### config.mk
export PLATFORM = sky130hd
export DESIGN_NAME = ewc_loader
export DESIGN_NICKNAME = d
export VERILOG_FILES = /design/src/design/ewc_pkg.sv /design/src/design/ewc_sync3.sv /design/src/design/ewc_wake_pin.sv /design/src/design/ewc_loader.sv
export VERILOG_INCLUDE_DIRS = /design/src /design/src/design
export SDC_FILE = /design/constraint.sdc
export NUM_CORES = 1
export LEC_CHECK = 0
export BUFFER_PORTS_ARGS = -buffer_cell sky130_fd_sc_hd__buf_2
export CAP_MARGIN = 20
export CORE_ASPECT_RATIO = 1.25
export CORE_MARGIN = 1.5
export CORE_UTILIZATION = 62
export DETAILED_ROUTE_END_ITERATION = 8
export PLACE_DENSITY = 0.81
export SLEW_MARGIN = 20
export SYNTH_ARGS = -nofsm -noshare
export SYNTH_HDL_FRONTEND = slang
export SYNTH_SLANG_ARGS = --single-unit
### constraint.sdc
create_clock -name clk_i -period 3.1 [get_ports clk_i]
set_input_delay 0.155 -clock clk_i [delete_from_list [all_inputs] [get_ports clk_i]]
set_output_delay 0.155 -clock clk_i [all_outputs]
set_load 0.01 [all_outputs]
### src/design/ewc_consts.svh
`ifndef EWC_CONSTS_SVH
`define EWC_CONSTS_SVH

// ------------------------------------------------------------------
// Image layout (byte addresses in the configuration memory)
// ------------------------------------------------------------------
`define EWC_IMG_WAKE_FLAGS0 10'h009
`define EWC_IMG_WAKE_FLAGS1 10'h00A
`define EWC_IMG_PTR_FIRST   10'h02F
`define EWC_PTR_LAST_IDX    5'h18
`define EWC_PTR_PAIRS       10
`define EWC_PTR_WUF_LEN     5'h0E
`define EWC_PTR_WUF_OFF     5'h0F
`define EWC_PTR_SW_LEN      5'h17
`define EWC_WUF_LEN_BYTES   8'h14
`define EWC_WUF_LAST_IDX    5'h13

// ------------------------------------------------------------------
// Wake flag bit positions
// ------------------------------------------------------------------
`define EWC_F0_MASTER_EN 7
`define EWC_F0_PULSE     6
`define EWC_F0_LONG      5
`define EWC_F0_POL_HIGH  4
`define EWC_F0_PUSH_PULL 3
`define EWC_F0_PKT_EN    1
`define EWC_F0_DA_EN     0
`define EWC_F1_WAKE_FRAME_FILTER_MATCH_EN   0

// ------------------------------------------------------------------
// Register word indexes (byte address = index * 4)
// ------------------------------------------------------------------
`define EWC_W_CTRL   6'h00
`define EWC_W_STATUS 6'h01
`define EWC_W_FLAGS  6'h02
`define EWC_W_FCFG   6'h03
`define EWC_W_MASK0  6'h04
`define EWC_W_MASK3  6'h07
`define EWC_W_PAIR0  6'h08
`define EWC_W_PAIRL  6'h12
`define EWC_W_RAW0   6'h20
`define EWC_W_RAWL   6'h38
`define EWC_CTRL_START 0
`define EWC_CTRL_CLEAR 1

// ------------------------------------------------------------------
// Timing
// ------------------------------------------------------------------
`define EWC_CLK_HZ         20000000
`define EWC_PULSE_SHORT_US 1500
`define EWC_PULSE_LONG_US  150000

`endif

### src/design/ewc_pkg.sv
package ewc_pkg;

   typedef enum logic [2:0] {
      EWC_IDLE  = 3'b000,
      EWC_FLAG0 = 3'b001,
      EWC_FLAG1 = 3'b010,
      EWC_PTR   = 3'b011,
      EWC_FILT  = 3'b100
   } ewc_state_e;

   typedef struct packed {
      logic master_en;
      logic pulse_mode;
      logic long_sel;
      logic pol_high;
      logic push_pull;
   } ewc_wake_cfg_s;

endpackage

### src/design/ewc_sync3.sv
`timescale 1ns/1ns
module ewc_sync3 (
   input  wire logic clk_i,
   input  wire logic resetn_i,
   input  wire logic d_i,
   output logic      q_o
);
   logic f1_q;
   logic f2_q;
   logic f3_q;

   // Level only moves once the two settled stages agree
   always_ff @(posedge clk_i) begin
      if (!resetn_i) begin
         f1_q <= 1'b0;
         f2_q <= 1'b0;
         f3_q <= 1'b0;
         q_o  <= 1'b0;
      end else begin
         f1_q <= d_i;
         f2_q <= f1_q;
         f3_q <= f2_q;
         if (f2_q == f3_q) begin
            q_o <= f3_q;
         end
      end
   end
endmodule // ewc_sync3

### src/design/ewc_wake_pin.sv
`timescale 1ns/1ns
module ewc_wake_pin #(
   parameter logic [21:0] SHORT_CYC = 22'h00_7530,
   parameter logic [21:0] LONG_CYC  = 22'h2D_C6C0
) (
   input  wire logic                  clk_i,
   input  wire logic                  resetn_i,
   input  wire ewc_pkg::ewc_wake_cfg_s cfg_i,
   input  wire logic                  evt_i,
   input  wire logic                  clear_i,
   output logic                       pin_o,
   output logic                       pin_oe_n_o,
   output logic                       pending_o
);
   logic [21:0] cnt_q;
   logic        pulse_q;
   wire  [21:0] lim      = cfg_i.long_sel ? LONG_CYC : SHORT_CYC;
   wire         last     = cnt_q == lim - 22'h00_0001;
   wire         start    = cfg_i.master_en & cfg_i.pulse_mode & evt_i & ~pulse_q;
   wire         act      = cfg_i.pulse_mode ? pulse_q : pending_o;
   wire         level    = act ? cfg_i.pol_high : ~cfg_i.pol_high;
   wire         out_d    = cfg_i.master_en & cfg_i.push_pull & level;
   wire         oe_n_d   = ~cfg_i.master_en | (~cfg_i.push_pull & level);

   always_ff @(posedge clk_i) begin
      if (!resetn_i) begin
         pending_o <= 1'b0;
      end else begin
         pending_o <= evt_i | (pending_o & ~clear_i);
      end
   end

   // Events during a pulse are dropped, never restart the count
   always_ff @(posedge clk_i) begin
      if (!resetn_i) begin
         pulse_q <= 1'b0;
         cnt_q   <= 22'h00_0000;
      end else if (start) begin
         pulse_q <= 1'b1;
         cnt_q   <= 22'h00_0000;
      end else if (pulse_q) begin
         pulse_q <= ~last;
         cnt_q   <= cnt_q + 22'h00_0001;
      end
   end

   always_ff @(posedge clk_i) begin
      if (!resetn_i) begin
         pin_o      <= 1'b0;
         pin_oe_n_o <= 1'b1;
      end else begin
         pin_o      <= out_d;
         pin_oe_n_o <= oe_n_d;
      end
   end

   a_master_release: assert property (@(posedge clk_i) disable iff (!resetn_i)
      !cfg_i.master_en |=> pin_oe_n_o && !pin_o)
      else $error("wake pin driven while disabled");
   a_pulse_end: assert property (@(posedge clk_i) disable iff (!resetn_i)
      pulse_q && cnt_q == lim - 22'h00_0001 |=> !pulse_q)
      else $error("pulse did not end at its length");
   a_no_retrigger: assert property (@(posedge clk_i) disable iff (!resetn_i)
      pulse_q && !last |=> pulse_q && cnt_q == $past(cnt_q) + 22'h00_0001)
      else $error("pulse count disturbed");
   a_pushpull_drive: assert property (@(posedge clk_i) disable iff (!resetn_i)
      cfg_i.master_en && cfg_i.push_pull |=> !pin_oe_n_o)
      else $error("push-pull pin not driven");
   a_polarity_level: assert property (@(posedge clk_i) disable iff (!resetn_i)
      cfg_i.master_en && cfg_i.push_pull && act |=> pin_o == $past(cfg_i.pol_high))
      else $error("wrong active level");
   a_level_hold: assert property (@(posedge clk_i) disable iff (!resetn_i)
      pending_o && !clear_i |=> pending_o)
      else $error("wake level dropped early");
   a_pulse_start: assert property (@(posedge clk_i) disable iff (!resetn_i)
      start |=> pulse_q ##1 (pin_o == cfg_i.pol_high || !cfg_i.push_pull))
      else $error("pulse did not start");
endmodule // ewc_wake_pin

### src/design/ewc_loader.sv
// Decided for this implementation: the register offsets and register access over APB.
`timescale 1ns/1ns
`include "ewc_consts.svh"
// How it works
// - Read length and offset pairs per descriptor
// - High-speed config block at 37h and 38h
// - Full-speed descriptors via 39h to 3Ch
// - Filter 0: 4 config, 16 mask bytes
// - Software descriptor pair at 46h and 47h
// - Master enable lets wake events drive pin
// - Master clear: no wake, other bits ignored
// - Bit 6 selects level or pulse
// - Bit 5 selects 1.5 ms or 150 ms
// - Pulse timed from first event, no restart
// - Bit 4 sets active polarity
// - Bit 3 selects open-drain or push-pull
// - Packet and address wake enables, gated
// - Frame enable loads filter 0 from image if its length is 14h
module ewc_loader #(
   parameter logic [21:0] PULSE_SHORT_CYC =
      22'(64'(`EWC_PULSE_SHORT_US) * 64'(`EWC_CLK_HZ) / 64'd1000000),
   parameter logic [21:0] PULSE_LONG_CYC =
      22'(64'(`EWC_PULSE_LONG_US) * 64'(`EWC_CLK_HZ) / 64'd1000000)
) (
   input  wire logic        clk_i,
   input  wire logic        resetn_i,
   input  wire logic        psel_i,
   input  wire logic        penable_i,
   input  wire logic        pwrite_i,
   input  wire logic [7:0]  paddr_i,
   input  wire logic [31:0] pwdata_i,
   output logic      [31:0] prdata_o,
   output logic             pready_o,
   output logic             pslverr_o,
   output logic             mem_req_o,
   output logic      [9:0]  mem_addr_o,
   input  wire logic [7:0]  mem_rdata_i,
   input  wire logic        mem_ack_i,
   input  wire logic        wake_pin_evt_i,
   input  wire logic        packet_match_i,
   input  wire logic        wake_frame_filter_match_i,
   input  wire logic        exact_dest_addr_match_i,
   output logic             wake_out_pin_o,
   output logic             wake_out_pin_oe_n_o,
   output logic             load_done_o
);

   // ------------------------------------------------------------------
   // Loader state
   // ------------------------------------------------------------------
   ewc_pkg::ewc_state_e state_q;
   ewc_pkg::ewc_state_e state_d;
   logic [4:0]          idx_q;
   logic [4:0]          idx_d;
   logic                req_d;
   logic [9:0]          addr_d;
   logic [7:0]          flags0_q;
   logic [7:0]          flags1_q;
   logic [7:0]          ptr_q [25];
   logic [7:0]          filt_q [20];
   logic                start_pend_q;
   logic                filt_loaded_q;
   logic                pin_lvl;
   logic                pin_lvl_q;
   logic                wake_pending;

   wire idle      = state_q == ewc_pkg::EWC_IDLE;
   wire start_go  = idle & start_pend_q;
   wire ptr_ack   = state_q == ewc_pkg::EWC_PTR & mem_ack_i;
   wire filt_ack  = state_q == ewc_pkg::EWC_FILT & mem_ack_i;
   wire ptr_last  = idx_q == `EWC_PTR_LAST_IDX;
   wire filt_last = idx_q == `EWC_WUF_LAST_IDX;
   // Filter only loaded from a well-formed block
   wire wake_frame_filter_match_go   = flags1_q[`EWC_F1_WAKE_FRAME_FILTER_MATCH_EN]
                  & (ptr_q[`EWC_PTR_WUF_LEN] == `EWC_WUF_LEN_BYTES);
   wire [9:0] filt_base = {1'b0, ptr_q[`EWC_PTR_WUF_OFF], 1'b0};
   wire finish    = (ptr_ack & ptr_last & ~wake_frame_filter_match_go) | (filt_ack & filt_last);

   // ------------------------------------------------------------------
   // Image walk: wake flags, pointer table, then optional filter 0
   // ------------------------------------------------------------------
   always_comb begin
      state_d = state_q;
      idx_d   = idx_q;
      req_d   = mem_req_o;
      addr_d  = mem_addr_o;
      unique case (state_q)
         ewc_pkg::EWC_IDLE: begin
            if (start_go) begin
               state_d = ewc_pkg::EWC_FLAG0;
               req_d   = 1'b1;
               addr_d  = `EWC_IMG_WAKE_FLAGS0;
            end
         end
         ewc_pkg::EWC_FLAG0: begin
            if (mem_ack_i) begin
               state_d = ewc_pkg::EWC_FLAG1;
               addr_d  = `EWC_IMG_WAKE_FLAGS1;
            end
         end
         ewc_pkg::EWC_FLAG1: begin
            if (mem_ack_i) begin
               state_d = ewc_pkg::EWC_PTR;
               idx_d   = 5'h00;
               addr_d  = `EWC_IMG_PTR_FIRST;
            end
         end
         ewc_pkg::EWC_PTR: begin
            if (mem_ack_i && ptr_last && wake_frame_filter_match_go) begin
               state_d = ewc_pkg::EWC_FILT;
               idx_d   = 5'h00;
               addr_d  = filt_base;
            end else if (mem_ack_i && ptr_last) begin
               state_d = ewc_pkg::EWC_IDLE;
               req_d   = 1'b0;
            end else if (mem_ack_i) begin
               idx_d   = idx_q + 5'h01;
               addr_d  = `EWC_IMG_PTR_FIRST + 10'(idx_d);
            end
         end
         ewc_pkg::EWC_FILT: begin
            if (mem_ack_i && filt_last) begin
               state_d = ewc_pkg::EWC_IDLE;
               req_d   = 1'b0;
            end else if (mem_ack_i) begin
               idx_d   = idx_q + 5'h01;
               addr_d  = mem_addr_o + 10'h001;
            end
         end
         default: begin
            state_d = ewc_pkg::EWC_IDLE;
            req_d   = 1'b0;
         end
      endcase
   end

   always_ff @(posedge clk_i) begin
      if (!resetn_i) begin
         state_q    <= ewc_pkg::EWC_IDLE;
         idx_q      <= 5'h00;
         mem_req_o  <= 1'b0;
         mem_addr_o <= 10'h000;
      end else begin
         state_q    <= state_d;
         idx_q      <= idx_d;
         mem_req_o  <= req_d;
         mem_addr_o <= addr_d;
      end
   end

   // ------------------------------------------------------------------
   // Captured image bytes
   // ------------------------------------------------------------------
   always_ff @(posedge clk_i) begin
      if (!resetn_i) begin
         flags0_q <= 8'h00;
         flags1_q <= 8'h00;
      end else if (state_q == ewc_pkg::EWC_FLAG0 && mem_ack_i) begin
         flags0_q <= mem_rdata_i;
      end else if (state_q == ewc_pkg::EWC_FLAG1 && mem_ack_i) begin
         flags1_q <= mem_rdata_i;
      end
   end

   always_ff @(posedge clk_i) begin
      if (!resetn_i) begin
         for (int i = 0; i < 25; i++) begin
            ptr_q[i] <= 8'h00;
         end
      end else if (ptr_ack) begin
         ptr_q[idx_q] <= mem_rdata_i;
      end
   end

   // Bytes 0..3 config, 4..19 mask, kept in image order
   always_ff @(posedge clk_i) begin
      if (!resetn_i) begin
         for (int i = 0; i < 20; i++) begin
            filt_q[i] <= 8'h00;
         end
      end else if (filt_ack) begin
         filt_q[idx_q] <= mem_rdata_i;
      end
   end

   // ------------------------------------------------------------------
   // APB slave, one wait state, answer from flops
   // ------------------------------------------------------------------
   wire       apb_acc   = psel_i & penable_i;
   wire       apb_fire  = apb_acc & pready_o;
   wire       wr_fire   = apb_fire & pwrite_i;
   wire [5:0] word_a    = paddr_i[7:2];
   wire       aligned   = paddr_i[1:0] == 2'b00;
   wire       hit_ctrl  = aligned & (word_a == `EWC_W_CTRL);
   wire       hit_stat  = aligned & (word_a == `EWC_W_STATUS);
   wire       hit_flag  = aligned & (word_a == `EWC_W_FLAGS);
   wire       hit_fcfg  = aligned & (word_a == `EWC_W_FCFG);
   wire       hit_mask  = aligned & (word_a >= `EWC_W_MASK0) & (word_a <= `EWC_W_MASK3);
   wire       hit_pair  = aligned & (word_a >= `EWC_W_PAIR0) & (word_a <= `EWC_W_PAIRL);
   wire       hit_raw   = aligned & (word_a >= `EWC_W_RAW0) & (word_a <= `EWC_W_RAWL);
   wire       hit_any   = hit_ctrl | hit_stat | hit_flag | hit_fcfg | hit_mask
                        | hit_pair | hit_raw;
   wire [3:0] pair_idx  = 4'(word_a - `EWC_W_PAIR0);
   wire [4:0] raw_idx   = 5'(word_a - `EWC_W_RAW0);
   wire [1:0] mask_idx  = word_a[1:0];
   wire       ctrl_start = wr_fire & hit_ctrl & pwdata_i[`EWC_CTRL_START];
   wire       ctrl_clear = wr_fire & hit_ctrl & pwdata_i[`EWC_CTRL_CLEAR];

   logic [31:0] pair_word [11];
   logic [31:0] mask_word [4];

   // Length in low byte, word offset above it
   for (genvar p = 0; p < 11; p++) begin : g_pair
      localparam int B = (p < `EWC_PTR_PAIRS) ? 2 * p : int'(`EWC_PTR_SW_LEN);
      assign pair_word[p] = {16'h0000, ptr_q[B + 1], ptr_q[B]};
   end

   for (genvar m = 0; m < 4; m++) begin : g_mask
      assign mask_word[m] = {filt_q[4 * m + 7], filt_q[4 * m + 6],
                             filt_q[4 * m + 5], filt_q[4 * m + 4]};
   end

   wire [31:0] fcfg_word = {filt_q[3], filt_q[2], filt_q[1], filt_q[0]};
   wire [31:0] stat_word = {27'h000_0000, pin_lvl_q, wake_pending,
                            filt_loaded_q, load_done_o, ~idle};
   wire [31:0] rd_word   = hit_stat ? stat_word :
                           hit_flag ? {16'h0000, flags1_q, flags0_q} :
                           hit_fcfg ? fcfg_word :
                           hit_mask ? mask_word[mask_idx] :
                           hit_pair ? pair_word[pair_idx] :
                           hit_raw  ? {24'h00_0000, ptr_q[raw_idx]} :
                                      32'h0000_0000;

   always_ff @(posedge clk_i) begin
      if (!resetn_i) begin
         pready_o  <= 1'b0;
         prdata_o  <= 32'h0000_0000;
         pslverr_o <= 1'b0;
      end else begin
         pready_o  <= apb_acc & ~pready_o;
         prdata_o  <= (apb_acc & ~pwrite_i) ? rd_word : 32'h0000_0000;
         pslverr_o <= apb_acc & ~pready_o & ~hit_any;
      end
   end

   // A start request is kept while a load runs, so none is lost
   always_ff @(posedge clk_i) begin
      if (!resetn_i) begin
         start_pend_q  <= 1'b1;
         load_done_o   <= 1'b0;
         filt_loaded_q <= 1'b0;
      end else begin
         start_pend_q  <= ctrl_start | (start_pend_q & ~start_go);
         load_done_o   <= finish | (load_done_o & ~start_go);
         filt_loaded_q <= (filt_ack & filt_last) | (filt_loaded_q & ~start_go);
      end
   end

   // ------------------------------------------------------------------
   // Wake event gating
   // ------------------------------------------------------------------
   ewc_pkg::ewc_wake_cfg_s wake_cfg;
   assign wake_cfg.master_en  = flags0_q[`EWC_F0_MASTER_EN];
   assign wake_cfg.pulse_mode = flags0_q[`EWC_F0_PULSE];
   assign wake_cfg.long_sel   = flags0_q[`EWC_F0_LONG];
   assign wake_cfg.pol_high   = flags0_q[`EWC_F0_POL_HIGH];
   assign wake_cfg.push_pull  = flags0_q[`EWC_F0_PUSH_PULL];

   ewc_sync3 u_pin_sync (
      .clk_i    (clk_i),
      .resetn_i (resetn_i),
      .d_i      (wake_pin_evt_i),
      .q_o      (pin_lvl)
   );

   always_ff @(posedge clk_i) begin
      if (!resetn_i) begin
         pin_lvl_q <= 1'b0;
      end else begin
         pin_lvl_q <= pin_lvl;
      end
   end

   wire pin_rise = pin_lvl & ~pin_lvl_q;
   wire wake_frame_filter_match_en  = flags1_q[`EWC_F1_WAKE_FRAME_FILTER_MATCH_EN] & filt_loaded_q;
   wire wake_evt = wake_cfg.master_en
                 & (pin_rise
                 | (packet_match_i & flags0_q[`EWC_F0_PKT_EN])
                 | (exact_dest_addr_match_i & flags0_q[`EWC_F0_DA_EN])
                 | (wake_frame_filter_match_i & wake_frame_filter_match_en));

   ewc_wake_pin #(
      .SHORT_CYC (PULSE_SHORT_CYC),
      .LONG_CYC  (PULSE_LONG_CYC)
   ) u_wake_pin (
      .clk_i      (clk_i),
      .resetn_i   (resetn_i),
      .cfg_i      (wake_cfg),
      .evt_i      (wake_evt),
      .clear_i    (ctrl_clear),
      .pin_o      (wake_out_pin_o),
      .pin_oe_n_o (wake_out_pin_oe_n_o),
      .pending_o  (wake_pending)
   );

   // ------------------------------------------------------------------
   // Checks
   // ------------------------------------------------------------------
   a_ptr_capture: assert property (@(posedge clk_i) disable iff (!resetn_i)
      ptr_ack |=> ptr_q[$past(idx_q)] == $past(mem_rdata_i))
      else $error("pointer byte not captured");
   a_filter_gate: assert property (@(posedge clk_i) disable iff (!resetn_i)
      ptr_ack && ptr_last |=> (state_q == ewc_pkg::EWC_FILT) == $past(wake_frame_filter_match_go))
      else $error("filter load decision wrong");
   a_filter_cfg: assert property (@(posedge clk_i) disable iff (!resetn_i)
      filt_ack && idx_q == 5'h03 |=> fcfg_word[31:24] == $past(mem_rdata_i))
      else $error("filter config byte misplaced");
   a_dest_gate: assert property (@(posedge clk_i) disable iff (!resetn_i)
      !flags0_q[`EWC_F0_DA_EN] && !pin_rise && !packet_match_i
      && !wake_frame_filter_match_i |-> !wake_evt)
      else $error("address wake not gated");
   a_wake_trigger: assert property (@(posedge clk_i) disable iff (!resetn_i)
      wake_cfg.master_en && pin_rise |=> wake_pending)
      else $error("wake event did not set pending");
   a_master_gate: assert property (@(posedge clk_i) disable iff (!resetn_i)
      !wake_cfg.master_en |-> !wake_evt)
      else $error("wake event while master enable clear");
   a_packet_wake: assert property (@(posedge clk_i) disable iff (!resetn_i)
      wake_cfg.master_en && flags0_q[`EWC_F0_PKT_EN] && packet_match_i |=> wake_pending)
      else $error("packet wake lost");
   a_sw_pair: assert property (@(posedge clk_i) disable iff (!resetn_i)
      ptr_ack && ptr_last |=> pair_word[10][15:8] == $past(mem_rdata_i))
      else $error("software descriptor offset not captured");
   a_load_finish: assert property (@(posedge clk_i) disable iff (!resetn_i)
      finish |=> load_done_o && !mem_req_o && idle)
      else $error("load did not finish cleanly");
endmodule // ewc_loader

==> reports/results.ini <==
[status]
status = finished with violations
violations = design-rule violations

[cts]
root_buffer = clkbuf_16
ctsHtreeMaxLevel = 2
cts_tree = built
cts.repair_timing.setup_buffer_count = 0
cts_resized = 0
cts_buffer_depth = 3
hold_buffers = 6
path_clk_slew_ns = 0.06
cts_sinks = 505
insertion_delay_ns = 0.58
numCtsBuffers = 48

[layout]
finish.instance_area_sq_um = 27200
final_util = 0.700
nNetsFinal = 2096
diodes = 0
area_growth_pct = 11.9
drive_gt1_frac = 0.189
final_cells = 2568

[synthesis]
synthAdderAreaFrac = 0.00360
synth_fp_nets = 1991
synth_cell_types = 68
synth-seq-area-share = 0.581
synth_edf_count = 402
synth_warnings = 0
ys_seq_elements = 505
synth_top_area_frac = 0.496
synth_area_per_cell_sq_um = 12.6
synth_area_leaders = edfxtp_1 (50%), mux4_2 (10%), and2_1 (9.5%)
synth_cells = 1926
synthSimpleGateAreaFrac = 0.173
ys.flop_type = edfxtp_1
synthArstFlopShare = 0
synth-compound-area-share = 0.0704
netlist.top_cell.by_area = edfxtp_1
synth_area_sq_um = 24300
synth_xor_area_frac = 0.0140
synth_top_family_by_area = simple AND/OR/NAND/NOR gates
synthMuxAreaShare = 0.129

[detailed_routing]
wl_per_cell_um = 25.8
drt-total-wl_um = 66300
vias_per_cell = 6.57
first_pass_iters = 8
drtIter0Drc = 1942
via_count = 16900
post-route-drc-count = 2
drtAntennaViolNets = 0

[placement]
placed_cells = 2473
post_dp_cell_area_sq_um = 25600
place.gp.congestion = 1.01
post-dp-hpwl_um = 45700
pre_cts_slack_ns = 0.440
io_buffers = 75

[floorplan]
start_util = 0.626
die_x_um = 180
chipHeight_um = 225
pin_count = 106
row_count = 81
dieArea_sq_um = 40500
core-area_sq_um = 38900

[global_route]
grt_max_degree = 55
track_usage = 0.331
grt_pass1_vias = 16800
antenna_found_initial = 0
overflow = 0
grt_pass1_wl_um = 99400

[setup_path]
reg2reg_to = filt_q[4][2]
r2r_slack_ns = 0.41
crit_path_max_fanout = 16
endpoint_kind = flop
cp_data_arrival_time_ns = 2.98
rr_startpoint = state_q[1]
critPathKind = flop to flop
max_stage_delay_ns = 0.64
worstRegToRegCells = 5
cp-start-kind = flop
cp.required_ns = 3.39
path_cells = or3b_2 > nor3_2 > nand2_1 > o21ai_0 > buf_4
startpoint = state_q[1]
critical_path.endpoint = filt_q[4][2]
crit_slowest_cell = or3b_2

[power_and_ir_drop]
leakagePower_nw = 9.86
powerDensity_nw_per_um2 = 546
ir_drop_mv = 0.702

[worst_hold_path]
min_path_type = input pin to flop

[timing]
final.setup_skew_ns = 0.0152
fin_crit_sh = 0.869
relSlewSlack = 0.205
period_needed_ns = 2.69
rsz0062_at_grt = no
setup_violations = 0
tightestPinTransition_ns = 1.19
timing.fmax_ghz = 0.371
final-max-slew-violation-count = 0
setup_slack_ns = 0.407
setup_tns_ns = 0
hold_viol = 0

[flow_run]
drv_cap = 0

[report_power, final]
group / internal, W / total, W / switching [W]
clock: 0.00345 / 0.00599 / 0.00254
combinational: 0.000470 / 0.00121 / 0.000739
sequential: 0.00752 / 0.00767 / 0.000142
total: 0.0114 / 0.0149 / 0.00342
[cell families (layout without fill, tap and decap cells)]
group	count (synthesis)	in the layout
xor+xnor	39	39
simple gates	783	783
mux	176	176
buf+inv	152	296
fa+ha+maj	7	7
compound gates	264	264
flops	505	505
[worst min path at each step]
stage | start | cells past startpoint | slack, ns | end
floorplan | mem_rdata_i[0] | 0 | 0.25 | ptr_q[25][0]
global placement | wake_pin_evt_i | 2 | 0.36 | u_pin_sync.f1_q
detailed placement | wake_pin_evt_i | 2 | 0.37 | u_pin_sync.f1_q
CTS | pwrite_i | 3 | 0.03 | prdata_o[4]
global route | pwrite_i | 3 | 0.04 | prdata_o[4]
finish | pwrite_i | 3 | 0.04 | prdata_o[4]
[Yosys cell counts, types with 9 or more instances]
cell type / count
nand3_1: 32
buf_4: 17
and2_1: 371
buf_2: 23
dfxtp_1: 103
a21oi_1: 41
o21ai_0: 91
xnor2_1: 16
nand4_1: 10
inv_1: 11
mux2i_1: 61
nor2_1: 165
a221oi_1: 12
nor3_1: 22
a211oi_1: 9
a31oi_1: 9
nand2_1: 112
edfxtp_1: 402
a22oi_1: 23
mux4_2: 110
o22ai_1: 20
a22o_1: 18
xor2_1: 23
clkbuf_1: 89
nor4_1: 9
[area by class of cell]
type / instances / area (sq um)
clock inverters: 21 / 214
inverters: 14 / 52.6
well taps: 498 / 623
repair buffers: 193 / 1320
clock buffers: 68 / 1380
multi-input cells: 1269 / 9510
flip-flops and latches: 505 / 14100
fillers: 2634 / 11700
[critical path, delay by kind of cell (launching register included)]
kind	cells	cell delay [ns]
compound gates	1	0.41
simple gates	3	1.32
buf+inv	1	0.22
flops	1	0.45
[flip-flops by register name, indices dropped and copies added, names as in the netlist, 3 cells and up]
name,flops
ptr_q,242
filt_q,160
prdata_o,32
u_wake_pin.cnt_q,22
mem_addr_o,10
flags0_q,8
flags1_q,8
idx_q,5
state_q,3
[cells in the final DEF, fill, tap and decap left out, drive strengths merged, types with 10 or more instances in the layout]
cell / count
edfxtp: 402
and2: 371
buf: 186
nor2: 166
nand2: 112
mux4: 110
dfxtp: 103
o21ai: 92
clkbuf: 69
mux2i: 61
a21oi: 41
nand3: 32
nor3: 27
a22oi: 23
xor2: 23
o22ai: 20
a22o: 18
clkinv: 17
xnor2: 16
inv: 14
a221oi: 12
nand4: 10
[routing by layer]
| layer | share of wire | track usage | up-vias | wire, um |
|---|---|---|---|---|
| li1 | - | - | 7296 | - |
| met1 | 0.35 | 0.413 | 8327 | 23300 |
| met2 | 0.50 | 0.562 | 1021 | 32800 |
| met3 | 0.092 | 0.0436 | 223 | 6080 |
| met4 | 0.062 | 0.191 | 0 | 4140 |
| met5 | 0 | 0 | - | 0 |
[stage by stage]
stage	total power, W	hold slack [ns]
finish	0.0149	0.0426
global route	0.0152	0.0435
CTS	0.0149	0.0279
detailed placement	0.00898	0.371
global placement	0.00894	0.363
floorplan	0.00852	0.254
Power figures use the tool's default switching activity.
